`config.mk`:
```
export PLATFORM = sky130hd
export DESIGN_NAME = acm_core
export DESIGN_NICKNAME = d
export VERILOG_FILES = /design/src/pkg/acm_pkg.sv /design/src/core/acm_sync.sv /design/src/core/acm_core.sv
export SDC_FILE = /design/constraint.sdc
export NUM_CORES = 1
export LEC_CHECK = 0
export ABC_AREA = 1
export ABC_CLOCK_PERIOD_IN_PS = 4500
export BUFFER_PORTS_ARGS = -buffer_cell sky130_fd_sc_hd__buf_2
export CAP_MARGIN = 10
export CORE_UTILIZATION = 40
export DETAILED_ROUTE_END_ITERATION = 12
export GPL_ROUTABILITY_DRIVEN = 0
export PLACE_DENSITY = 0.67
export SLEW_MARGIN = 20
export SYNTH_ARGS = -nofsm -noshare
export SYNTH_HDL_FRONTEND = slang
export SYNTH_HIERARCHICAL = 1
export SYNTH_SLANG_ARGS = --single-unit
```
`constraint.sdc`:
```
create_clock -name clk -period 4.5 [get_ports clk]
set_input_delay 0.45 -clock clk [delete_from_list [all_inputs] [get_ports clk]]
set_output_delay 0.45 -clock clk [all_outputs]
set_load 0.005 [all_outputs]
```
`src/pkg/acm_pkg.sv`:
```
// Shared constants and carrier types for the analog configuration command decoder
package acm_pkg;

	// ----------------------------------------
	// Command opcodes and frame layout
	// ----------------------------------------
	localparam logic [7:0] OP_LOAD_PIN_VOL = 8'h45;   // load_config_pin_volume
	localparam logic [7:0] OP_LOAD_BIT_VOL = 8'h65;   // load_config_bit_volume
	localparam logic [7:0] OP_PERSIST      = 8'h46;   // persist_config
	localparam logic [7:0] OP_RESTORE      = 8'h47;   // restore_config
	localparam logic [7:0] COPY_ARG        = 8'h00;   // Second byte of the copy commands
	localparam logic [1:0] LOAD_BYTES      = 2'h3;    // Bytes in a load frame
	localparam logic [1:0] COPY_BYTES      = 2'h2;    // Bytes in a copy frame
	localparam logic [2:0] LAST_BIT        = 3'h7;    // Index of the last bit of a byte

	// ----------------------------------------
	// Configuration word layout
	// ----------------------------------------
	localparam int CFG_W      = 12;                   // Width of analog_path_config
	localparam int HI_NIB_W   = 4;                    // Useful bits of the third byte
	localparam int VOL_W      = 3;                    // Volume field width, bits 2..0
	localparam logic [CFG_W-1:0] NV_DEFAULT = 12'h000; // Store contents at power-on

	// ----------------------------------------
	// Register map, byte addresses
	// ----------------------------------------
	localparam int ADDR_W = 5;                        // Register address width
	localparam int DATA_W = 16;                       // Register data width
	localparam logic [ADDR_W-1:0] REG_STATUS  = 5'h00; // Sticky events, cleared by read
	localparam logic [ADDR_W-1:0] REG_MASK    = 5'h04; // Interrupt mask
	localparam logic [ADDR_W-1:0] REG_CONFIG  = 5'h08; // Live configuration, read only
	localparam logic [ADDR_W-1:0] REG_PERSIST = 5'h0c; // Persistent copy, read only

	// ----------------------------------------
	// Status bit positions and reset values
	// ----------------------------------------
	localparam int ST_W       = 4;                    // Number of status bits
	localparam int ST_LOAD    = 0;                    // A load command completed
	localparam int ST_PERSIST = 1;                    // A persist command completed
	localparam int ST_RESTORE = 2;                    // A restore command completed
	localparam int ST_CMD_ERR = 3;                    // Copy refused while busy
	localparam int CFG_SRC_BIT = 12;                  // Volume source bit in REG_CONFIG
	localparam logic [ST_W-1:0]  MASK_RESET = 4'h0;   // All interrupts masked at reset
	localparam logic [VOL_W-1:0] PIN_VOL_RESET = 3'h0; // Pin-stepped level after reset

	// ----------------------------------------
	// Carrier types
	// ----------------------------------------
	typedef struct packed {
		logic [ADDR_W-1:0] addr;                      // Byte address
		logic [DATA_W-1:0] wdata;                     // Write data
		logic              wr;                        // Write strobe
		logic              rd;                        // Read strobe
	} acm_bus_req_t;

	typedef struct packed {
		logic [7:0] opcode;                           // First byte of the frame
		logic [7:0] arg1;                             // Second byte
		logic [7:0] arg2;                             // Third byte
		logic [1:0] count;                            // Whole bytes seen, saturating
	} acm_frame_t;

endpackage : acm_pkg

```
`src/core/acm_sync.sv`:
```
// Two flip-flop synchroniser for a group of pin inputs
`timescale 1ns/1ps
`default_nettype none
module acm_sync #(
	parameter int W = 1                               // Number of bits synchronised
) (
	input  wire logic         clk,                    // System clock
	input  wire logic         sys_rst,                // Synchronous reset, active high
	input  wire logic [W-1:0] rst_val,                // Level held during reset
	input  wire logic [W-1:0] async_in,               // Pins from outside the domain
	output logic      [W-1:0] sync_out                // Synchronised copy
);

	logic [W-1:0] stage1;                             // First stage, read only by stage 2

	// Two stages; only the second is visible outside
	always_ff @(posedge clk) begin
		if (sys_rst) begin
			stage1   <= rst_val;
			sync_out <= rst_val;
		end else begin
			stage1   <= async_in;
			sync_out <= stage1;
		end
	end

endmodule : acm_sync
`default_nettype wire

```
`src/core/acm_core.sv`:
```
// Analog configuration command decoder with persistent copy and register port
`timescale 1ns/1ps
`default_nettype none
module acm_core
	import acm_pkg::*;
#(
	parameter logic [CFG_W-1:0] NV_INIT = NV_DEFAULT,  // Store contents at power-on
	parameter bit               LSB_FIRST = 1'b1       // Serial bit order on the link
) (
	input  wire logic              clk,                // System clock, 200 MHz
	input  wire logic              sys_rst,            // Device reset, synchronous
	input  wire logic              pwr_on_rst,         // Power-on reset, synchronous
	input  wire logic              spi_sclk,           // Serial clock pin
	input  wire logic              spi_ss_n,           // Slave select pin, active low
	input  wire logic              spi_mosi,           // Serial data in pin
	input  wire logic              loudness_select_pin_n, // Volume step button, active low
	input  wire logic              device_idle,        // High while no command runs
	input  wire acm_bus_req_t      bus_req,            // Register port request
	output logic      [DATA_W-1:0] rd_data,            // Read data, cycle after strobe
	output logic      [CFG_W-1:0]  analog_path_config, // Live configuration
	output logic      [CFG_W-1:0]  persistent_config_copy, // Non-volatile copy
	output logic      [VOL_W-1:0]  volume_level,       // Effective volume level
	output logic                   volume_from_pin,    // Volume source is the pin
	output logic                   cmd_err,            // Command error flag
	output logic                   irq                 // Level interrupt
);

	// ----------------------------------------
	// Pin synchronisation
	// ----------------------------------------
	logic [3:0] pins_s;                                // Synchronised pins
	logic       sck_s;                                 // Serial clock, synced
	logic       ss_n_s;                                // Select, synced
	logic       mosi_s;                                // Data, synced
	logic       vol_n_s;                               // Volume button, synced

	acm_sync #(
		.W        (4)
	) u_sync (
		.clk      (clk),
		.sys_rst  (sys_rst),
		.rst_val  (4'h7),
		.async_in ({spi_sclk, spi_ss_n, loudness_select_pin_n, spi_mosi}),
		.sync_out (pins_s)
	);

	assign sck_s   = pins_s[3];
	assign ss_n_s  = pins_s[2];
	assign vol_n_s = pins_s[1];
	assign mosi_s  = pins_s[0];

	// ----------------------------------------
	// Edge detection
	// ----------------------------------------
	logic sck_prev;                                    // Serial clock last cycle
	logic ss_prev;                                     // Select last cycle
	logic vol_prev;                                    // Button last cycle
	logic sck_rise;                                    // Sampling edge inside a frame
	logic frame_start;                                 // Select just asserted
	logic frame_end;                                   // Select just released
	logic vol_press;                                   // Button just pressed

	// Reset levels match the idle pins, so leaving reset fakes no edge
	// Previous levels of the synchronised pins
	always_ff @(posedge clk) begin
		if (sys_rst) begin
			sck_prev <= 1'b0;
			ss_prev  <= 1'b1;
			vol_prev <= 1'b1;
		end else begin
			sck_prev <= sck_s;
			ss_prev  <= ss_n_s;
			vol_prev <= vol_n_s;
		end
	end

	assign sck_rise    = sck_s & ~sck_prev & ~ss_n_s;
	assign frame_start = ~ss_n_s & ss_prev;
	assign frame_end   = ss_n_s & ~ss_prev;
	assign vol_press   = ~vol_n_s & vol_prev;

	// ----------------------------------------
	// Byte assembly
	// ----------------------------------------
	logic [2:0] bit_cnt;                               // Bit index within the byte
	logic [7:0] shift;                                 // Partial byte
	logic [7:0] next_byte;                             // Byte completed by this bit
	acm_frame_t frame;                                 // Bytes of the current frame

	assign next_byte = LSB_FIRST ? {mosi_s, shift[7:1]} : {shift[6:0], mosi_s};

	// Shift register and bit counter, restarted at each select
	always_ff @(posedge clk) begin
		if (sys_rst || frame_start) begin
			bit_cnt <= 3'h0;
			shift   <= 8'h00;
		end else if (sck_rise) begin
			bit_cnt <= bit_cnt + 3'h1;
			shift   <= next_byte;
		end
	end

	// Store whole bytes by position; later bytes are dropped
	// Bytes past the third still clock the counter but are never kept
	always_ff @(posedge clk) begin
		if (sys_rst || frame_start) begin
			frame <= '0;
		end else if (sck_rise && bit_cnt == LAST_BIT) begin
			unique case (frame.count)
				2'h0: frame.opcode <= next_byte;
				2'h1: frame.arg1   <= next_byte;
				2'h2: frame.arg2   <= next_byte;
				2'h3: ;
			endcase
			if (frame.count != 2'h3) begin
				frame.count <= frame.count + 2'h1;
			end
		end
	end

	// ----------------------------------------
	// Command decode at deselect
	// ----------------------------------------
	logic is_load_pin;                                 // Complete pin-volume load
	logic is_load_bit;                                 // Complete bit-volume load
	logic is_copy;                                     // Second byte is the copy argument
	logic do_load;                                     // Commit a load
	logic do_persist;                                  // Commit a persist
	logic do_restore;                                  // Commit a restore
	logic copy_refused;                                // Copy seen while busy

	// Nothing is judged until select goes high, so a frame that the host
	// abandons part way leaves every register as it was
	// Decide whether a frame carries a given command with enough bytes
	function automatic logic frame_is(input acm_frame_t f, input logic [7:0] op, input logic [1:0] n);
		frame_is = (f.opcode == op) && (f.count >= n) && (f.count != 2'h0);
	endfunction : frame_is

	assign is_load_pin  = frame_is(frame, OP_LOAD_PIN_VOL, LOAD_BYTES);
	assign is_load_bit  = frame_is(frame, OP_LOAD_BIT_VOL, LOAD_BYTES);
	assign is_copy      = frame.arg1 == COPY_ARG;
	assign do_load      = frame_end && (is_load_pin || is_load_bit);
	assign do_persist   = frame_end && is_copy && device_idle
	                      && frame_is(frame, OP_PERSIST, COPY_BYTES);
	assign do_restore   = frame_end && is_copy && device_idle
	                      && frame_is(frame, OP_RESTORE, COPY_BYTES);
	assign copy_refused = frame_end && is_copy && !device_idle
	                      && (frame_is(frame, OP_PERSIST, COPY_BYTES)
	                      || frame_is(frame, OP_RESTORE, COPY_BYTES));

	// ----------------------------------------
	// Persistent store and live configuration
	// ----------------------------------------
	// Store survives device reset; only power-on and a persist write it
	// The non-volatile cell is modelled as a register kept out of sys_rst
	always_ff @(posedge clk) begin
		if (pwr_on_rst) begin
			persistent_config_copy <= NV_INIT;
		end else if (do_persist) begin
			persistent_config_copy <= analog_path_config;
		end
	end

	// Live configuration: NV_INIT at power-on, reloaded from the store on device reset
	always_ff @(posedge clk) begin
		if (pwr_on_rst) begin
			analog_path_config <= NV_INIT;
		end else if (sys_rst) begin
			analog_path_config <= persistent_config_copy;
		end else if (do_load) begin
			analog_path_config <= {frame.arg2[HI_NIB_W-1:0], frame.arg1};
		end else if (do_restore) begin
			analog_path_config <= persistent_config_copy;
		end
	end

	// Volume source chosen by the last load opcode
	always_ff @(posedge clk) begin
		if (sys_rst || pwr_on_rst) begin
			volume_from_pin <= 1'b0;
		end else if (do_load) begin
			volume_from_pin <= is_load_pin;
		end
	end

	// ----------------------------------------
	// Volume level
	// ----------------------------------------
	logic [VOL_W-1:0] pin_level;                       // Level stepped by the button

	// The button level runs on while the bits are selected, so a later
	// pin-volume load picks up the present button position
	// Each button press steps the level, wrapping at the top
	always_ff @(posedge clk) begin
		if (sys_rst) begin
			pin_level <= PIN_VOL_RESET;
		end else if (vol_press) begin
			pin_level <= pin_level + 3'h1;
		end
	end

	// Effective level from the selected source
	always_ff @(posedge clk) begin
		if (sys_rst) begin
			volume_level <= PIN_VOL_RESET;
		end else if (volume_from_pin) begin
			volume_level <= pin_level;
		end else begin
			volume_level <= analog_path_config[VOL_W-1:0];
		end
	end

	// ----------------------------------------
	// Status, mask and interrupt
	// ----------------------------------------
	logic [ST_W-1:0] status;                           // Sticky event bits
	logic [ST_W-1:0] mask;                             // Interrupt enables
	logic [ST_W-1:0] st_set;                           // Events this cycle
	logic            st_read;                          // Status read clears

	assign st_set  = {copy_refused, do_restore, do_persist, do_load};
	assign st_read = bus_req.rd && (bus_req.addr == REG_STATUS);

	// Read clears, a same-cycle event still wins
	always_ff @(posedge clk) begin
		if (sys_rst) begin
			status <= '0;
		end else begin
			status <= (status & ~({ST_W{st_read}})) | st_set;
		end
	end

	// Writes to any other address, the read-only ones too, are dropped
	// Mask register written over the port
	always_ff @(posedge clk) begin
		if (sys_rst) begin
			mask <= MASK_RESET;
		end else if (bus_req.wr && bus_req.addr == REG_MASK) begin
			mask <= bus_req.wdata[ST_W-1:0];
		end
	end

	assign irq     = |(status & mask);
	assign cmd_err = status[ST_CMD_ERR];

	// ----------------------------------------
	// Register read port
	// ----------------------------------------
	// Data stand only in the cycle after the read strobe
	always_ff @(posedge clk) begin
		if (sys_rst || !bus_req.rd) begin
			rd_data <= '0;
		end else begin
			unique case (bus_req.addr)
				REG_STATUS:  rd_data <= {{(DATA_W-ST_W){1'b0}}, status};
				REG_MASK:    rd_data <= {{(DATA_W-ST_W){1'b0}}, mask};
				REG_CONFIG:  rd_data <= {3'h0, volume_from_pin, analog_path_config};
				REG_PERSIST: rd_data <= {4'h0, persistent_config_copy};
				default:     rd_data <= '0;
			endcase
		end
	end

	// ----------------------------------------
	// Assertions
	// ----------------------------------------
	// Each check but reset_reload_a is disabled through either reset; reset_reload_a only through pwr_on_rst
	cfg_load_a: assert property (@(posedge clk) disable iff (sys_rst || pwr_on_rst)
		(frame_end && is_load_bit) |=> analog_path_config == {$past(frame.arg2[3:0]), $past(frame.arg1)})
		else $error("load did not store the frame bytes");

	high_bits_a: assert property (@(posedge clk) disable iff (sys_rst || pwr_on_rst)
		do_load |=> analog_path_config[11:8] == $past(frame.arg2[3:0]))
		else $error("third byte upper bits leaked into config");

	pin_volume_a: assert property (@(posedge clk) disable iff (sys_rst || pwr_on_rst)
		(frame_end && is_load_pin) |=> volume_from_pin ##1 volume_level == $past(pin_level))
		else $error("pin volume load did not select the pin");

	bit_volume_a: assert property (@(posedge clk) disable iff (sys_rst || pwr_on_rst)
		(frame_end && is_load_bit) |=> !volume_from_pin ##1 volume_level == $past(analog_path_config[2:0]))
		else $error("bit volume load did not use bits 2..0");

	persist_copy_a: assert property (@(posedge clk) disable iff (sys_rst || pwr_on_rst)
		do_persist |=> persistent_config_copy == $past(analog_path_config) && status[ST_PERSIST])
		else $error("persist did not copy config");

	reset_reload_a: assert property (@(posedge clk) disable iff (pwr_on_rst)
		sys_rst |=> analog_path_config == $past(persistent_config_copy))
		else $error("reset did not reload config from store");

	restore_load_a: assert property (@(posedge clk) disable iff (sys_rst || pwr_on_rst)
		do_restore |=> analog_path_config == $past(persistent_config_copy))
		else $error("restore did not load config");

	busy_error_a: assert property (@(posedge clk) disable iff (sys_rst || pwr_on_rst)
		copy_refused |=> cmd_err && $stable(persistent_config_copy) && $stable(analog_path_config))
		else $error("busy copy was not refused");

	short_frame_a: assert property (@(posedge clk) disable iff (sys_rst || pwr_on_rst)
		(!frame_end || frame.count < LOAD_BYTES) && !do_restore |=> $stable(analog_path_config))
		else $error("config changed without a complete frame");

	load_flag_a: assert property (@(posedge clk) disable iff (sys_rst || pwr_on_rst)
		do_load |=> status[ST_LOAD])
		else $error("load did not raise its status bit");

	source_hold_a: assert property (@(posedge clk) disable iff (sys_rst || pwr_on_rst)
		!do_load |=> $stable(volume_from_pin))
		else $error("volume source changed without a load");

	pin_step_a: assert property (@(posedge clk) disable iff (sys_rst || pwr_on_rst)
		vol_press |=> pin_level == $past(pin_level) + 3'h1)
		else $error("button press did not step the pin level");

	store_hold_a: assert property (@(posedge clk) disable iff (sys_rst || pwr_on_rst)
		!do_persist |=> $stable(persistent_config_copy))
		else $error("store changed without a persist");

	restore_flag_a: assert property (@(posedge clk) disable iff (sys_rst || pwr_on_rst)
		do_restore |=> status[ST_RESTORE])
		else $error("restore did not raise its status bit");

	idle_no_err_a: assert property (@(posedge clk) disable iff (sys_rst || pwr_on_rst)
		device_idle |=> !$rose(cmd_err))
		else $error("command error raised while idle");

	err_sticky_a: assert property (@(posedge clk) disable iff (sys_rst || pwr_on_rst)
		cmd_err && !st_read |=> cmd_err)
		else $error("command error cleared without a read");

endmodule : acm_core
`default_nettype wire

```
# ---- Word-level counts from Yosys, hierarchy flattened
# Cells that the tools add are included.
dict set report word_totals {
  elab_cells 88
  output_inout_bits 46
  in_bits 31
  register_bits 99
}
dict set report op_classes {
  muxes 5
  n_reduce_logical 35
  magnitude_cmp 2
  add_sub_neg 3
  bitwise 13
  n_eq_ne 11
}
# cell count
set ops {}
lappend ops {{$pmux 13 s4} 1}
lappend ops {{$mux 12} 3}
lappend ops {{$eq 8x7->1 const B} 4}
lappend ops {{$logic_and 1x1->1} 18}
lappend ops {{$eq 5x4->1 const B} 2}
lappend ops {{$and 4x4->4} 2}
lappend ops {{$logic_not 8->1} 1}
lappend ops {{$reduce_and 2->1} 4}
lappend ops {{$add 3x1->3 const B} 2}
lappend ops {{$and 1x1->1} 5}
lappend ops {{$eq 5x3->1 const B} 1}
lappend ops {{$logic_not 5->1} 1}
lappend ops {{$logic_or 1x1->1} 5}
lappend ops {{$ge 2x2->1 const B} 2}
lappend ops {{$not 1->1} 4}
lappend ops {{$not 4->4} 1}
lappend ops {{$or 4x4->4} 1}
lappend ops {{$reduce_or 4->1} 1}
lappend ops {{$eq 3x3->1 const B} 1}
lappend ops {{$mux 3} 1}
lappend ops {{$reduce_bool 3->1} 1}
lappend ops {{$add 2x1->2 const B} 1}
lappend ops {{$eq 2x1->1 const B} 1}
lappend ops {{$eq 2x2->1 const B} 1}
lappend ops {{4 further kinds} 5}

# ---- Longest topological paths before layout
dict set report depth {
  word_depth 8
  ltp_mapped 12
  ltp_nobuf 11
}

# ---- By module
# The synthesis kept the hierarchy.
# mod area_per_inst_um2 cells_per_inst n_inst seq_area_each_um2
set modules_own_cells {}
lappend modules_own_cells {acm_core 3856.2 540 1 1741.7}
lappend modules_own_cells {acm_sync 239.0 29 1 160.2}

# ---- Worst setup path before layout
# Ideal clock, no wire load.
dict set report synth_timing {
  path_kind {flip-flop to flip-flop}
  startpoint {register frame[0] (netlist name)}
  endpoint {register analog_path_config[0]}
  required_ps 4387
  t_arrival_ps 1486
  slack_ps 2902
  path_buffers 1
  period_less_slack_ps 1598
  setup_time_ps 113
  path_stages_with_launch 12
  cell_sequence {dfxtp_1 > inv_1 > ha_1 > nor2_1 > nand2_1 > nor2_2 > nand3_2 > buf_6 > nand2_1 > nand2_1 > nor2_1 > nor2_1}
}
dict set report synth_between {
  elab_chain_len 7
  elab_cells_between_ends 15
  classes_between {2 x order compare; 2 x mux; 11 x reduce/logical}
}
# item line
set synth_rtl {}
lappend synth_rtl {{start: declaration} acm_core.sv:88} ;# acm_frame_t frame;
lappend synth_rtl {{$ge 2x2->1} acm_core.sv:136} ;# frame_is = (f.opcode == op) && (f.count >= n) && (f.count != 2'h0);
lappend synth_rtl {{$logic_and 1x1->1 (2 in series)} acm_core.sv:136}
lappend synth_rtl {{$logic_or 1x1->1} acm_core.sv:142} ;# assign do_load = frame_end && (is_load_pin || is_load_bit);
lappend synth_rtl {{$logic_and 1x1->1} acm_core.sv:142}
lappend synth_rtl {{$mux 12} acm_core.sv:170} ;# end else if (do_load) begin
lappend synth_rtl {{$mux 12} acm_core.sv:168} ;# end else if (sys_rst) begin
lappend synth_rtl {{end signal: assignment} acm_core.sv:169} ;# analog_path_config <= persistent_config_copy;
lappend synth_rtl {{end signal: assignment} acm_core.sv:171} ;# analog_path_config <= {frame.arg2[HI_NIB_W-1:0], frame.arg1};
lappend synth_rtl {{end signal: assignment} acm_core.sv:173} ;# analog_path_config <= persistent_config_copy;
lappend synth_rtl {{end: declaration} acm_core.sv:20} ;# output logic [CFG_W-1:0] analog_path_config,
# Several ways; a longest one is shown, not always the timed one.
# A chain may end at the register's enable or synchronous reset.

# ---- Final worst setup path
dict set report layout_timing {
  startpoint {register frame[0] (netlist name)}
  endpoint {register analog_path_config[7]}
}
# Same word-level chain as after synthesis.

==> flow_metrics.env <==
export IMPL_cts_clk_slew_worst_paths_ns=0.09
export IMPL_maxCapViolations=0
export IMPL_rows=36
export IMPL_multiInputGateArea_sq_mm=0.00179
export IMPL_post_place_ws_ns=2.23
export IMPL_die_w_um=103
export IMPL_fin_tns_setup_ns=0
export IMPL_hp_start="spi_ss_n"
export IMPL_first_iter_violations=209
export IMPL_drc=0
export IMPL_cp_data_arrival_time_ns=2.57
export IMPL_netlist_top_cells_area="dfxtp_1, nand2_1, nor2_1, inv_1, nand3_1"
export IMPL_power_density_mw_per_mm2=331
export IMPL_pwr_share_clk=0.376
export IMPL_clock_fmax_mhz=431
export IMPL_synth_cells=569
export IMPL_r2r_cells=10
export IMPL_hold_class="input port to flip-flop"
export IMPL_combPwrFrac=0.057
export IMPL_regArea_sq_mm=0.00190
export IMPL_cts_sinks=95
export IMPL_grt_pass1_vias=3202
export IMPL_ys_warnings_count=6
export IMPL_antenna_cells=0
export IMPL_final_nets=658
export IMPL_seq_power_share=0.567
export IMPL_netlist_area_leader_share=0.464
export IMPL_synth_seq_area_share=0.464
export IMPL_hold_path_endpoint="u_sync/stage1[2]"
export IMPL_final_cell_mix="nand2_1, nor2_1, dfxtp_1, inv_1, buf_2"
export IMPL_r2r_end="analog_path_config[7]"
export IMPL_post_cts_setup_buffer_count=0
export IMPL_p_int_uw=1170
export IMPL_setup_viol_count_final=0
export IMPL_antenna_left=0
export IMPL_cts_resized=0
export IMPL_period_share=0.515
export IMPL_outcome="finished, final reports clean"
export IMPL_max_slew_margin_rel=0.449
export IMPL_cp_end_kind="flip-flop"
export IMPL_grt_max_degree=33
export IMPL_peakVddDrop_uv=166
export IMPL_rsz0062_at_grt="false"
export IMPL_postSynthAreaPerCell_sq_um=7.20
export IMPL_core_sq_mm=0.00986
export IMPL_final_min_clock_period_ns=2.32
export IMPL_fin_util=0.470
export IMPL_cp_max_fo=13
export IMPL_initial_core_util=0.415
export IMPL_switching_share=0.235
export IMPL_postCtsHoldBufs=0
export IMPL_yosysTopAreaCell="dfxtp_1"
export IMPL_area_growth_pct=13.3
export IMPL_viasPerCell=4.75
export IMPL_antenna_found_initial=0
export IMPL_worstSetupStartpointType="flip-flop"
export IMPL_finalWorstSetupSlack_ns=2.18
export IMPL_fill_cells=1011
export IMPL_io_buffers=61
export IMPL_worst_pin_slew_ns=0.823
export IMPL_synth_area_sq_mm=0.00410
export IMPL_layout_drive_gt1_share=0.154
export IMPL_wl_um=8940
export IMPL_ys_types=26
export IMPL_holdPathStages=3
export IMPL_die_y_um=103
export IMPL_required_ns=4.75
export IMPL_layout_commonest_cell="nand2_1"
export IMPL_power_leakage_uw=0.00203
export IMPL_via_count=3603
export IMPL_cts_buffer_depth=2
export IMPL_top_level_ports=77
export IMPL_path_class="flip-flop to flip-flop"
export IMPL_dieArea_sq_mm=0.0106
export IMPL_hold_ws_ns=0.275
export IMPL_hold_viol=0
export IMPL_rrSetupSlack_ns=2.18
export IMPL_clock_latency_ns=0.36
export IMPL_hpwl_um=6520
export IMPL_grt_use_total=0.180
export IMPL_wire_per_inst_um=11.8
export IMPL_r2r_start="frame[0]"
export IMPL_finClkSkew_ns=0.00656
export IMPL_numCtsBuffers=9
export IMPL_p_switching_uw=360
export IMPL_cts_tree="yes"
export IMPL_cts_htree_levels=3
export IMPL_clockRootBuffer="clkbuf_8"
export IMPL_slew_viol_final=0
export IMPL_grt_pass1_wl_um=14900
export IMPL_gr_total_overflow=0
export IMPL_dr_pass1_iters=4
export IMPL_yosys_register_bits=95
[synthesized netlist by cell type]
cell,instances
nand2_1,113
nand2_2,2
a21oi_1,33
nand3_1,37
nor3_1,6
o21ai_0,23
dfxtp_1,95
clkbuf_1,3
buf_4,6
nor2_2,6
nor2_1,102
conb_1,2
inv_1,64
nand4_1,14
inv_2,7
o22ai_1,17
clkinv_1,1
o21ai_1,1
ha_1,7
nand3_2,3
buf_2,12
buf_1,1
nor2_4,1
buf_6,4
xor2_1,2
a211oi_1,7
[critical path, cell delays in order (launching register included)]
cell and delay, ns:
dfxtp_1 0.41, inv_1 0.09, ha_1 0.32, nor2_1 0.15, nand2_1 0.07, nor2_2 0.42
nand3_2 0.38, nand2_1 0.14, nand2_1 0.05, nor2_1 0.12, nor2_1 0.06
[cell families after synthesis]
group | count (synthesis) | synth area share
buffers and inverters | 98 | 0.106
AOI/OAI and AO/OA | 81 | 0.108
DFF | 95 | 0.464
other | 2 | 0.00183
xor gates and xnor gates | 2 | 0.00428
adders and majority gates | 7 | 0.0214
and+or+nand+nor | 284 | 0.293
[cell type report]
class	instances	share of cell area
sequential	95	0.410
multi-input combinational	381	0.385
timing repair buffer	61	0.0658
inverter	72	0.0582
tap	133	0.0359
clock buffer	12	0.0334
clock inverter	4	0.0116
[power groups by stage]
stage	Combinational [uW]	Clock, uW	Sequential, uW
2_1_floorplan	63.1	0	887
3_3_place_gp	84.6	0	889
3_5_place_dp	87.8	0	890
4_1_cts	88.5	589	870
5_1_grt	103	625	872
6_report	87.8	577	870
[stage by stage]
step | instance area, sq um | std cells | power [uW]
3_3_place_gp | 4420 | 742 | 973
2_1_floorplan | 4110 | 574 | 950
3_5_place_dp | 4430 | 742 | 977
5_1_grt | 4640 | 758 | 1600
4_1_cts | 4640 | 758 | 1550
6_report | 4640 | 758 | 1530
[routing by layer]
metal  wire (um)  track usage  up-vias
li1            -            -     1900
met5           0            0        -
met1        4310        0.241     1603
met4         133       0.0607        0
met3         418       0.0323       14
met2        4080        0.292       86
[registers in the layout (all words and copies together) (netlist names)]
register and count:
rd_data 13, status 4, u_sync/sync_out 4, bit_cnt 3, sck_prev 1, shift 7
mask 4, volume_from_pin 1, volume_level 3, analog_path_config 12, frame 22, pin_level 3
vol_prev 1, u_sync/stage1 4, ss_prev 1, persistent_config_copy 12
[worst max path at each step]
stage / startpoint / end / cells after the start
6_report: frame[0] / analog_path_config[7] / 10
2_1_floorplan: frame[0] / analog_path_config[0] / 11
4_1_cts: frame[0] / analog_path_config[7] / 10
3_5_place_dp: frame[0] / analog_path_config[3] / 10
3_3_place_gp: frame[0] / analog_path_config[3] / 10
5_1_grt: frame[0] / analog_path_config[11] / 10
No activity file was read; power rests on OpenSTA's default activity.
